`src/port_adapter_consts.svh`:
```
// Purpose: constants for the dual parallel port adapter
// Assumes: included by bare name
// Notes: definitions only
`ifndef PORT_ADAPTER_CONSTS_SVH
`define PORT_ADAPTER_CONSTS_SVH
`define RSEL_SIDE_A_DATA 2'h0
`define RSEL_SIDE_A_CTRL 2'h1
`define RSEL_SIDE_B_DATA 2'h2
`define RSEL_SIDE_B_CTRL 2'h3
`define CTRL_BIT_IRQ_EN 0
`define CTRL_BIT_EDGE 1
`define CTRL_BIT_REG_PICK 2
`define CTRL_BIT_EDGE2_EN 3
`define CTRL_BIT_EDGE2 4
`define CTRL_BIT_LINE2_OUT 5
`define CTRL_BIT_FLAG2 6
`define CTRL_BIT_FLAG1 7
`define CTRL_WRITE_MASK 8'h3f
`define CS_VALID 3'h3
`define RESET_BYTE 8'h00
`endif

```
`src/port_adapter_pkg.sv`:
```
// Purpose: shared types for the dual parallel port adapter
// Assumes: nothing
// Notes: constants live in the consts header
package port_adapter_pkg;
	typedef enum logic [1:0] {
		ACC_IDLE = 2'b00,
		ACC_READ = 2'b01,
		ACC_WRITE = 2'b10
	} access_type;
endpackage

```
`src/port_half.sv`:
```
// Purpose: one half of the adapter: output, direction and control register
// Assumes: strobes are single-cycle pulses on the system clock
// Notes: control lines arrive already synchronised
`timescale 1ns/10ps
`include "port_adapter_consts.svh"
module port_half #(
	parameter int WIDTH = 8
) (
	input wire logic i_clk,
	input wire logic i_rst,
	// register access
	input wire logic i_data_sel,
	input wire logic i_ctrl_sel,
	input wire logic i_wr,
	input wire logic i_rd,
	input wire logic [7:0] i_wdata,
	output logic [7:0] o_rdata,
	// peripheral side
	input wire logic [WIDTH-1:0] i_pins,
	output logic [WIDTH-1:0] o_pins,
	output logic [WIDTH-1:0] o_pins_oe,
	input wire logic i_ctl1,
	input wire logic i_ctl2,
	output logic o_ctl2,
	output logic o_ctl2_oe,
	output logic o_irq_n
);
	logic [WIDTH-1:0] out_reg, next_out_reg;
	logic [WIDTH-1:0] dir_reg, next_dir_reg;
	logic [7:0] ctrl, next_ctrl;
	logic ctl1_q, ctl2_q, next_ctl1_q, next_ctl2_q;
	logic rise1, fall1, rise2, fall2, hit1, hit2;

	always_comb begin
		rise1 = i_ctl1 & ~ctl1_q;
		fall1 = ~i_ctl1 & ctl1_q;
		rise2 = i_ctl2 & ~ctl2_q;
		fall2 = ~i_ctl2 & ctl2_q;
		hit1 = ctrl[`CTRL_BIT_EDGE] ? rise1 : fall1;
		hit2 = ~ctrl[`CTRL_BIT_LINE2_OUT] & (ctrl[`CTRL_BIT_EDGE2] ? rise2 : fall2);
		next_ctl1_q = i_ctl1;
		next_ctl2_q = i_ctl2;
		next_out_reg = out_reg;
		next_dir_reg = dir_reg;
		next_ctrl = ctrl;
		// shared address routed by the direction-access bit
		if (i_wr && i_data_sel && ctrl[`CTRL_BIT_REG_PICK]) begin
			next_out_reg = i_wdata[WIDTH-1:0];
		end
		if (i_wr && i_data_sel && !ctrl[`CTRL_BIT_REG_PICK]) begin
			next_dir_reg = i_wdata[WIDTH-1:0];
		end
		// flags are read-only: writes touch only the low six bits
		if (i_wr && i_ctrl_sel) begin
			next_ctrl = (ctrl & ~`CTRL_WRITE_MASK) | (i_wdata & `CTRL_WRITE_MASK);
		end
		// clear on reading the output register; a new edge wins
		if (i_rd && i_data_sel && ctrl[`CTRL_BIT_REG_PICK]) begin
			next_ctrl[`CTRL_BIT_FLAG1] = 1'b0;
			next_ctrl[`CTRL_BIT_FLAG2] = 1'b0;
		end
		if (hit1) begin
			next_ctrl[`CTRL_BIT_FLAG1] = 1'b1;
		end
		if (hit2) begin
			next_ctrl[`CTRL_BIT_FLAG2] = 1'b1;
		end
	end

	always_ff @(posedge i_clk) begin
		if (i_rst) begin
			out_reg <= '0;
			dir_reg <= '0;
			ctrl <= `RESET_BYTE;
			ctl1_q <= 1'b0;
			ctl2_q <= 1'b0;
		end else begin
			out_reg <= next_out_reg;
			dir_reg <= next_dir_reg;
			ctrl <= next_ctrl;
			ctl1_q <= next_ctl1_q;
			ctl2_q <= next_ctl2_q;
		end
	end

	// input lines read the pin, output lines read the stored bit
	logic [WIDTH-1:0] seen;
	always_comb begin
		seen = (i_pins & ~dir_reg) | (out_reg & dir_reg);
		if (i_ctrl_sel) begin
			o_rdata = ctrl;
		end else if (ctrl[`CTRL_BIT_REG_PICK]) begin
			o_rdata = 8'(seen);
		end else begin
			o_rdata = 8'(dir_reg);
		end
	end

	assign o_pins = out_reg;
	assign o_pins_oe = dir_reg;
	// set/reset output mode only; strobe modes are not provided
	assign o_ctl2 = ctrl[`CTRL_BIT_EDGE2_EN];
	assign o_ctl2_oe = ctrl[`CTRL_BIT_LINE2_OUT] & ctrl[`CTRL_BIT_EDGE2];
	// enable gates the flag at once, also for a pending one
	assign o_irq_n = ~((ctrl[`CTRL_BIT_FLAG1] & ctrl[`CTRL_BIT_IRQ_EN])
		| (ctrl[`CTRL_BIT_FLAG2] & ctrl[`CTRL_BIT_EDGE2_EN] & ~ctrl[`CTRL_BIT_LINE2_OUT]));
endmodule

```
`src/port_adapter.sv`:
```
//Contract
// processor data moves over an eight-line two-way bus
// processor sets direction with read_write; device drives bus only on reads
// device ignores cycles without a valid chip-select combination
// two register-select inputs plus a control bit pick the register
// device looks like four read/write memory locations
// enable strobe times every transfer and the control logic; control-line edges are sampled on I_CLK_SYS instead
// two independent 8-bit two-way peripheral ports
// four control lines, two per side
// two halves, each with output, control and direction register
// output and direction register share one address per side
// a control bit picks output or direction register
// direction bit zero makes input, one makes output
// writes to an output register store the bus value
// stored bits drive every line marked as output
// writes to input-line bits are still accepted
// peripheral event pulls interrupt low and sets a readable flag
// direction-access bit 0 selects direction, 1 selects output register
// flags read-only, cleared by output register read or reset
// control bit one picks rising or falling edge of line 1
// control bit zero gates flag one onto interrupt, pending fires at once
// reset clears all registers: lines input, interrupts off
// Purpose: processor-facing core of a dual 8-bit parallel port
// Assumes: enable, select and pins are asynchronous to I_CLK_SYS
// Notes: an access acts once, on the falling edge of the enable strobe
`timescale 1ns/10ps
`include "port_adapter_consts.svh"
module port_adapter #(
	parameter int WIDTH = 8
) (
	// clock and reset
	input wire logic I_CLK_SYS,
	input wire logic I_SYS_RST,
	// processor bus
	input wire logic [2:0] I_CHIP_SELECT_LINES,
	input wire logic [1:0] I_REGISTER_SELECT_INPUTS,
	input wire logic I_READ_WRITE_SELECT,
	input wire logic I_ENABLE,
	input wire logic [7:0] I_DATA,
	output logic [7:0] O_DATA,
	output logic O_DATA_OE,
	// side a
	input wire logic [WIDTH-1:0] I_PORT_A_LINES,
	output logic [WIDTH-1:0] O_PORT_A_LINES,
	output logic [WIDTH-1:0] O_PORT_A_LINES_OE,
	input wire logic I_A_CONTROL_LINE_1,
	input wire logic I_A_CONTROL_LINE_2,
	output logic O_A_CONTROL_LINE_2,
	output logic O_A_CONTROL_LINE_2_OE,
	output logic O_IRQ_A_N,
	// side b
	input wire logic [WIDTH-1:0] I_PORT_B_LINES,
	output logic [WIDTH-1:0] O_PORT_B_LINES,
	output logic [WIDTH-1:0] O_PORT_B_LINES_OE,
	input wire logic I_B_CONTROL_LINE_1,
	input wire logic I_B_CONTROL_LINE_2,
	output logic O_B_CONTROL_LINE_2,
	output logic O_B_CONTROL_LINE_2_OE,
	output logic O_IRQ_B_N
);
	// ****************************************
	// synchronisers
	// ****************************************
	localparam int SW = 3 + 2 + 1 + 1 + 8 + 2 * WIDTH + 4;
	logic [SW-1:0] meta, sync, next_meta, next_sync;
	always_comb begin
		next_meta = {I_CHIP_SELECT_LINES, I_REGISTER_SELECT_INPUTS, I_READ_WRITE_SELECT,
			I_ENABLE, I_DATA, I_PORT_A_LINES, I_PORT_B_LINES, I_A_CONTROL_LINE_1,
			I_A_CONTROL_LINE_2, I_B_CONTROL_LINE_1, I_B_CONTROL_LINE_2};
		next_sync = meta;
	end
	always_ff @(posedge I_CLK_SYS) begin
		if (I_SYS_RST) begin
			meta <= '0;
			sync <= '0;
		end else begin
			meta <= next_meta;
			sync <= next_sync;
		end
	end
	logic [2:0] cs_s;
	logic [1:0] rs_s;
	logic rw_s, en_s, ca1, ca2, cb1, cb2;
	logic [7:0] d_s;
	logic [WIDTH-1:0] pa_s, pb_s;
	assign {cs_s, rs_s, rw_s, en_s, d_s, pa_s, pb_s, ca1, ca2, cb1, cb2} = sync;

	// ****************************************
	// enable strobe timing
	// ****************************************
	logic en_q, next_en_q, en_fall;
	port_adapter_pkg::access_type acc;
	always_comb begin
		next_en_q = en_s;
		en_fall = en_q & ~en_s;
		acc = port_adapter_pkg::ACC_IDLE;
		if (en_fall && cs_s == `CS_VALID) begin
			acc = rw_s ? port_adapter_pkg::ACC_READ : port_adapter_pkg::ACC_WRITE;
		end
	end
	always_ff @(posedge I_CLK_SYS) begin
		if (I_SYS_RST) begin
			en_q <= 1'b0;
		end else begin
			en_q <= next_en_q;
		end
	end

	function automatic logic sel(input logic [1:0] rs, input logic [1:0] want);
		sel = (rs == want);
	endfunction

	logic rd, wr;
	assign rd = (acc == port_adapter_pkg::ACC_READ);
	assign wr = (acc == port_adapter_pkg::ACC_WRITE);
	logic [7:0] rdata_a, rdata_b;

	// ****************************************
	// the two halves
	// ****************************************
	port_half #(.WIDTH(WIDTH)) u_side_a (
		.i_clk(I_CLK_SYS),
		.i_rst(I_SYS_RST),
		.i_data_sel(sel(rs_s, `RSEL_SIDE_A_DATA)),
		.i_ctrl_sel(sel(rs_s, `RSEL_SIDE_A_CTRL)),
		.i_wr(wr),
		.i_rd(rd),
		.i_wdata(d_s),
		.o_rdata(rdata_a),
		.i_pins(pa_s),
		.o_pins(O_PORT_A_LINES),
		.o_pins_oe(O_PORT_A_LINES_OE),
		.i_ctl1(ca1),
		.i_ctl2(ca2),
		.o_ctl2(O_A_CONTROL_LINE_2),
		.o_ctl2_oe(O_A_CONTROL_LINE_2_OE),
		.o_irq_n(O_IRQ_A_N)
	);
	port_half #(.WIDTH(WIDTH)) u_side_b (
		.i_clk(I_CLK_SYS),
		.i_rst(I_SYS_RST),
		.i_data_sel(sel(rs_s, `RSEL_SIDE_B_DATA)),
		.i_ctrl_sel(sel(rs_s, `RSEL_SIDE_B_CTRL)),
		.i_wr(wr),
		.i_rd(rd),
		.i_wdata(d_s),
		.o_rdata(rdata_b),
		.i_pins(pb_s),
		.o_pins(O_PORT_B_LINES),
		.o_pins_oe(O_PORT_B_LINES_OE),
		.i_ctl1(cb1),
		.i_ctl2(cb2),
		.o_ctl2(O_B_CONTROL_LINE_2),
		.o_ctl2_oe(O_B_CONTROL_LINE_2_OE),
		.o_irq_n(O_IRQ_B_N)
	);

	// ****************************************
	// data bus drive
	// ****************************************
	// read data registered every clock, so the bus follows the selected register one cycle late
	logic [7:0] dout, next_dout;
	always_comb begin
		next_dout = rs_s[1] ? rdata_b : rdata_a;
	end
	always_ff @(posedge I_CLK_SYS) begin
		if (I_SYS_RST) begin
			dout <= `RESET_BYTE;
		end else begin
			dout <= next_dout;
		end
	end
	assign O_DATA = dout;
	assign O_DATA_OE = en_s & rw_s & (cs_s == `CS_VALID);
endmodule

```
`config.mk`:
```
export PLATFORM = sky130hd
export DESIGN_NAME = port_adapter
export DESIGN_NICKNAME = d
export VERILOG_FILES = /design/src/port_adapter_pkg.sv /design/src/port_half.sv /design/src/port_adapter.sv
export VERILOG_INCLUDE_DIRS = /design/src /design/src/src
export SDC_FILE = /design/constraint.sdc
export NUM_CORES = 1
export LEC_CHECK = 0
export BUFFER_PORTS_ARGS = -buffer_cell sky130_fd_sc_hd__buf_2
export CELL_PAD_IN_SITES_DETAIL_PLACEMENT = 0
export CELL_PAD_IN_SITES_GLOBAL_PLACEMENT = 1
export CORE_ASPECT_RATIO = 0.7
export CORE_MARGIN = 3
export CORE_UTILIZATION = 46
export CTS_CLUSTER_SIZE = 14
export DETAILED_ROUTE_END_ITERATION = 7
export GPL_ROUTABILITY_DRIVEN = 0
export PLACE_DENSITY_LB_ADDON = 0.1
export REMOVE_ABC_BUFFERS = 1
export SLEW_MARGIN = 20
export SYNTH_ARGS = -nofsm -noshare
export SYNTH_HDL_FRONTEND = slang
export SYNTH_SLANG_ARGS = --single-unit
```
`constraint.sdc`:
```
create_clock -name I_CLK_SYS -period 3.1 [get_ports I_CLK_SYS]
set_clock_uncertainty 0.1 [all_clocks]
set_input_delay 0 -clock I_CLK_SYS [delete_from_list [all_inputs] [get_ports I_CLK_SYS]]
set_output_delay 0 -clock I_CLK_SYS [all_outputs]
set_load 0.05 [all_outputs]
```
==> summary.txt, run 1 <==
Run status
  • Status: finished clean

Yosys
  • Synth Area per Inst: 10.58 sq um
  • Yosys top cell area share: 0.5509
  • Warnings from Yosys: 0
  • Netlist cell types: 35
  • Synth Register Bits: 131
  • Register area share after synthesis: 0.5509
  • Cell count after synthesis: 450
  • Synthesized area: between 4000 and 5000 sq um
  • EDFF count, synth: 0
  • Async S/R FF share, synth: 0
  • Largest area contributor in the netlist: dfxtp_1
  • Synth top area cells: dfxtp_1 (55%), nor2b_1 (10%), mux2i_1 (9.3%)
  • Top_reg_cell synth: dfxtp_1

Detailed routing
  • Wire per inst: approximately 15 microns
  • DR pass1 iterations: 4
  • 1st-iter DRT viols: 147
  • Vias per cell: between 4 and 5
  • Routed length on met2: 4632 microns
  • Met1 WL: slightly above 5000 microns
  • Routed wire length: 10580 microns
  • Vias after detailed routing: 3452
  • Wire length on met3: 662 microns
  • Post-route ant nets: 0
  • DRC errors left: 0
  • DR top layer: met4

Final layout
  • Ratio of cells with drive above 1 in the final layout: 0.2014
  • Fin nets: 610
  • Area Growth Syn to Fin: 32.09%
  • Final Util: 0.6370
  • Fill cells: 838
  • Number of diodes: 0

Worst setup path
  • Worst reg-to-reg setup slack: 0.78 ns
  • Crit path cell chain: or3b_1, or3_1, mux2i_1
  • Setup crit end kind: flip-flop
  • Worst Setup SP: u_side_a.ctrl[2]
  • Worst EP required: 3.27 ns
  • Worst Path Arrival: 2.49 ns
  • Slowest-stage cell, CP: dfxtp_1
  • Crit-path max FO: 20
  • Critical path buffer and inverter count: 0
  • Worst path max stage delay: between 0.8 and 0.9 ns
  • WS Path Type: flip-flop to flip-flop
  • R2R Path Start: u_side_a.ctrl[2]
  • Top Family by Delay on Critical Path: simple AND/OR/NAND/NOR gates
  • Startpoint Class: flip-flop

Clock tree
  • Postcts setup bufs: 0
  • TritonCTS clock tree: done
  • Root Buffer: clkbuf_16
  • Worst skew pair latency: 0.41 ns
  • Worst-path clk slew: around 0.06 ns
  • Total clock buffers created by CTS: 17
  • CTS H-Tree Depth: 4
  • CTS Sinks: ~130
  • Max Buffers Root-to-Sink: 2

Timing
  • Part of the cycle the worst path needs: 0.7483
  • Tightest Pin Transition: 0.8279 ns
  • Highest clock rate: 431.1 MHz
  • Fin Setup TNS: 0 ns
  • Fin. Hold Viols: 0
  • Max-slew violations: 0
  • RSZ-0062 raised after global routing: no
  • Slew margin rel.: 0.4473
  • Count of final setup violators: 0
  • Final min period: 2.320 ns

GRT
  • Pin count of the biggest net entering global routing: 72
  • Total gr overflow: 0
  • First-pass GRT wire length: between 15000 and 20000 microns
  • Initial antenna violation count: 0
  • GRT Total Usage: 0.1918
  • Vias in the first global route: roughly 3400

Floorplanning
  • Chip height: 91.12 microns
  • Initial Util: 0.4823
  • Die width: 127.6 microns
  • # rows: 30
  • Die area: between 10000 and 15000 sq um
  • # IOs: 84
  • Core area: 9872 sq um

Placement
  • DP HPWL: 6717 microns
  • Port buffer count: 83

Min path
  • Hold Crit Start: I_PORT_B_LINES[4]
  • Tightest Hold Check Type: input pin to flip-flop

Power
  • Switching power: between 700 and 800 uW
  • Power per Cell Area: 610.9 nW/um^2
  • Combinational share of power: 0.041
  • Leakage power: 2.876 nW
  • Sw frac: 0.2011
  • Internal power: 3.069 mW
  • Reg power frac: 0.455
  • Max VDD drop: 0.4299 mV
  • Clock share of power: 0.504

Flow run
  • Number of max-cap violations: 0
worst paths after layout:
path	end	cells after the start
max	u_side_a.o_pins[2]	3
min reg2reg	sync[12]	1
max reg2reg	u_side_a.o_pins[2]	3
min	meta[8]	3
layer usage:
metal,up-vias,track usage
li1,1760,-
met1,1601,0.2519
met2,74,0.2863
met3,17,0.06702
met4,0,0.08127
met5,-,0
flip-flops by register name, summed over array words and instances, names as in the netlist:
signal / count
en_q: 1
u_side_a.ctl2_q: 1
sync: 35
u_side_b.ctl1_q: 1
u_side_a.o_pins: 8
O_DATA: 8
meta: 35
u_side_a.ctrl: 8
u_side_a.o_pins_oe: 8
u_side_b.ctrl: 8
u_side_b.o_pins_oe: 8
u_side_a.ctl1_q: 1
u_side_b.o_pins: 8
u_side_b.ctl2_q: 1
worst reg2reg max path: stages (launching register included):
cell and delay (ns):
dfxtp_1 0.86, or3b_1 0.46, or3_1 0.57, mux2i_1 0.20
layout by cell type (no fill, tap or decap), types with 2 or more instances in the layout:
master         Yosys  routed
clkbuf_1          23       3
clkinv_2           0       4
nor3b_1            3       3
o31ai_1            4       4
inv_1              4       4
buf_4              0       3
nand2b_1          60      60
clkbuf_16          0      17
a21oi_1           10      10
a31oi_1            3       3
clkbuf_8           0       3
clkinvlp_4         0       2
and2_1             2       2
o211ai_1          19      19
dlygate4sd3_1      0      45
or3_1              4       4
dfxtp_1          131     131
nor2_1             4       4
nand3b_1           4       4
bufinv_16          0       2
mux2i_1           44      44
nand4b_1           3       3
a21o_1            13      13
buf_2              1      82
nand2_1           14      14
o21ai_0            6       6
nor2b_1           78      78
and3b_1            5       5
Yosys cell counts, drive strengths merged, types with 4 or more instances:
library cell  instances
o211ai               19
nand2                14
nand2b               60
mux2i                44
nand3b                4
a21oi                10
clkbuf               23
or3                   4
o21ai                 6
dfxtp               131
o31ai                 4
nor2b                78
buf                   4
and3b                 5
a21o                 13
inv                   4
nor2                  4
power groups by stage:
| stage | Combinational, mW | Sequential [mW] | Clock [mW] |
|---|---|---|---|
| global placement | 0.113 | 1.78 | 0 |
| floorplan | 0.0555 | 1.78 | 0 |
| CTS | 0.158 | 1.75 | 1.97 |
| finish | 0.157 | 1.75 | 1.93 |
| detailed placement | 0.115 | 1.79 | 0 |
| global route | 0.174 | 1.75 | 2.05 |
through the flow:
stage               hold slack (ns)  instance area [sq um]  cells  setup WS [ns]  total power, mW
global route                 0.2321                   6289    714         0.6512            3.979
detailed placement           0.1133                   5256    637         0.7847            1.900
CTS                          0.2100                   6289    714         0.7799            3.882
floorplan                  -0.03093                   4643    423          1.236            1.836
global placement             0.1075                   5256    637         0.8633            1.898
finish                       0.2212                   6289    714         0.7802            3.842
final cells by class:
| type | instances | area, sq um | area share |
|---|---|---|---|
| inverter | 4 | 15.01 | 0.002388 |
| multi-input combinational | 288 | 2006 | 0.3189 |
| tap | 128 | 160.2 | 0.02547 |
| clock inverter | 9 | 103.9 | 0.01651 |
| timing repair buffer | 131 | 903.4 | 0.1437 |
| sequential | 131 | 2623 | 0.4170 |
| clock buffer | 23 | 478.0 | 0.07600 |
what timing repair did:
action,CTS,global route
hold endpoints to repair,44,0
endpoints found under the setup margin,0,0
hold buffers,45,0
gates resized for setup,0,0
cells by family (layout without fill, tap and decap cells):
| group | Yosys count | in the layout | share of synthesized area |
|---|---|---|---|
| simple gates | 184 | 184 | 0.2415 |
| flops | 131 | 131 | 0.5509 |
| compound gates | 60 | 60 | 0.08726 |
| mux | 44 | 44 | 0.09251 |
| buf+inv | 31 | 167 | 0.02785 |
Power figures use the tool's default switching activity.
==> run 2: changes to the inputs <==
CORE_UTILIZATION = 43   (was 46)
clock period = 2.17 ns   (was 3.1 ns; I/O delays follow)
==> run 2 against run 1 <==
Compared with the run above: flip-flop and latch count is the same; worst hold slack gained 0.015 ns; critical path depth is the same; final area shrank 0.78%; first-iteration DRC count grew 37%; register-to-register slack lost 0.47 ns; wire length grew 5.1%; highest routed layer unchanged; core utilization shrank 4.6 points; non-clock buffer count shrank 1; die area grew 6.6%; worst setup slack lost 0.47 ns; largest cell class unchanged; clock power grew 32%.
==> summary.txt, run 2 (synthesis gave the netlist of run 1 again) <==
Detailed routing
  • Wire per inst: 15.17 microns (was 14.81 microns)
  • DR pass1 iterations: 4 (unchanged)
  • Routed wire length: 11120 microns (was 10580 microns)
  • DRC errors left: 0 (unchanged)
  • Vias after detailed routing: 3466 (was 3452)
  • Vias per cell: 4.729 (was 4.835)
  • 1st-iter DRT viols: 201 (was 147)
  • Post-route ant nets: 0 (unchanged)

Final layout
  • Commonest non-fill, non-tap cell in the layout: dfxtp_1 (unchanged)
  • Leading registers by flop count: meta: 35 flops, sync: 35 flops (unchanged)
  • Most frequent cells in the layout: dfxtp_1 (131), buf_2 (82), nor2b_1 (78) (unchanged)
  • Number of diodes: 0 (unchanged)
  • Final Util: 0.5914 (was 0.6370)
  • Fin nets: 609 (was 610)
  • Ratio of cells with drive above 1 in the final layout: 0.2205 (was 0.2014)
  • Final Instance Count excl. Fillers: 733 (was 714)
  • Area Growth Syn to Fin: 31.06% (was 32.09%)

Timing
  • Count of final setup violators: 0 (unchanged)
  • RSZ-0062 raised after global routing: no (unchanged)
  • Fin. Hold Viols: 0 (unchanged)
  • Final min period: 1.862 ns (was 2.320 ns)
  • Hold Slack: 0.2358 ns (was 0.2212 ns)
  • Part of the cycle the worst path needs: 0.8579 (was 0.7483)
  • Tightest Pin Transition: 0.6266 ns (was 0.8279 ns)
  • Highest clock rate: 537.1 MHz (was 431.1 MHz)
  • Max-slew violations: 0 (unchanged)
  • Fin Setup TNS: 0 ns (unchanged)
  • Slew margin rel.: 0.5814 (was 0.4473)

Clock tree
  • TritonCTS clock tree: done (unchanged)
  • Post-CTS resize count: 0 (unchanged)
  • Postcts setup bufs: 0 (unchanged)
  • Max Buffers Root-to-Sink: 2 (unchanged)
  • Total clock buffers created by CTS: 17 (unchanged)
  • CTS H-Tree Depth: 4 (unchanged)
  • Root Buffer: clkbuf_16 (unchanged)
  • Worst skew pair latency: 0.40 ns (was 0.41 ns)
  • CTS Sinks: 131 (unchanged)
  • Hold_buf cts: 36 (was 45)
  • Worst-path clk slew: 0.06 ns (about the same)

GRT
  • Vias in the first global route: 3436 (was 3391)
  • Total gr overflow: 0 (unchanged)
  • Pin count of the biggest net entering global routing: 130 (was 72)
  • GRT Total Usage: 0.1865 (was 0.1918)
  • Initial antenna violation count: 0 (unchanged)
  • First-pass GRT wire length: 17730 microns (was 17140 microns)

Floorplanning
  • Die width: 131.8 microns (was 127.6 microns)
  • Core area: 10550 sq um (was 9872 sq um)
  • # IOs: 84 (unchanged)
  • # rows: 31 (was 30)
  • Chip height: 94.04 microns (was 91.12 microns)
  • Initial Util: 0.4513 (was 0.4823)
  • Die area: 12390 sq um (was 11630 sq um)

Worst setup path
  • Startpoint Class: flip-flop (unchanged)
  • Setup crit end kind: flip-flop (unchanged)
  • Worst EP required: 2.33 ns (was 3.27 ns)
  • Worst Path Arrival: 2.03 ns (was 2.49 ns)
  • WS Path Type: flip-flop to flip-flop (unchanged)
  • Crit-path max FO: 11 (was 20)

Power
  • Total power: 5.261 mW (was 3.842 mW)
  • Power per Cell Area: 843.1 nW/um^2 (was 610.9 nW/um^2)
  • Max VDD drop: 0.6131 mV (was 0.4299 mV)
  • Leakage power: 2.830 nW (was 2.876 nW)

Placement
  • Port buffer count: 83 (unchanged)
  • Placed Instances: 665 (was 637)
  • DP HPWL: 7184 microns (was 6717 microns)

Run status
  • Status: finished clean (unchanged)

Min path
  • Tightest Hold Check Type: input pin to flip-flop (unchanged)

Flow run
  • Number of max-cap violations: 0 (unchanged)
[run 2: layout make-up]
| cell class | instances | area (sq um) |
|---|---|---|
| timing repair buffer | 130 | 873.3 |
| clock inverter | 15 | 112.6 |
| tap | 148 | 185.2 |
| multi-input combinational | 288 | 2006 |
| sequential | 131 | 2623 |
| fill | 913 | 4310 |
| inverter | 4 | 15.01 |
| clock buffer | 17 | 425.4 |
[run 2: per-stage QoR]
stage                     area (sq um)  worst slack (ns)
after global routing              6240            0.2219
after floorplan                   4643            0.3057
after detailed placement          5341            0.3314
final                             6240            0.3083
after CTS                         6240            0.3189
after global placement            5341            0.3849
[run 2: per-layer routing]
metal / up-vias / GRT usage / share of wire
li1: 1756 / - / -
met1: 1625 / 0.2569 / 0.52
met2: 78 / 0.2727 / 0.43
met3: 7 / 0.05728 / 0.046
met4: 0 / 0.07517 / 0.010
met5: - / 0 / 0
[run 2: worst paths after layout]
check / start / endpoint / slack [ns] / cells past startpoint
worst min register to register: meta[15] / sync[15] / 0.33 / 1
worst min-delay path: I_DATA[3] / meta[23] / 0.24 / 3
worst max-delay path: sync[30] / u_side_a.o_pins[5] / 0.31 / 3
worst max register to register: sync[30] / u_side_a.o_pins[5] / 0.31 / 3
[run 2: critical path, cell delays in order (launching register included)]
cell     delay, ns
dfxtp_1       0.39
or3b_1        0.45
or3_1         0.58
mux2i_1       0.20
[run 2: power by group]
group          internal (mW)  total, mW  switching, mW
Clock                   1.46       2.55           1.08
Combinational          0.129      0.221         0.0924
Sequential              2.47       2.49         0.0224
Total                   4.06       5.26           1.20
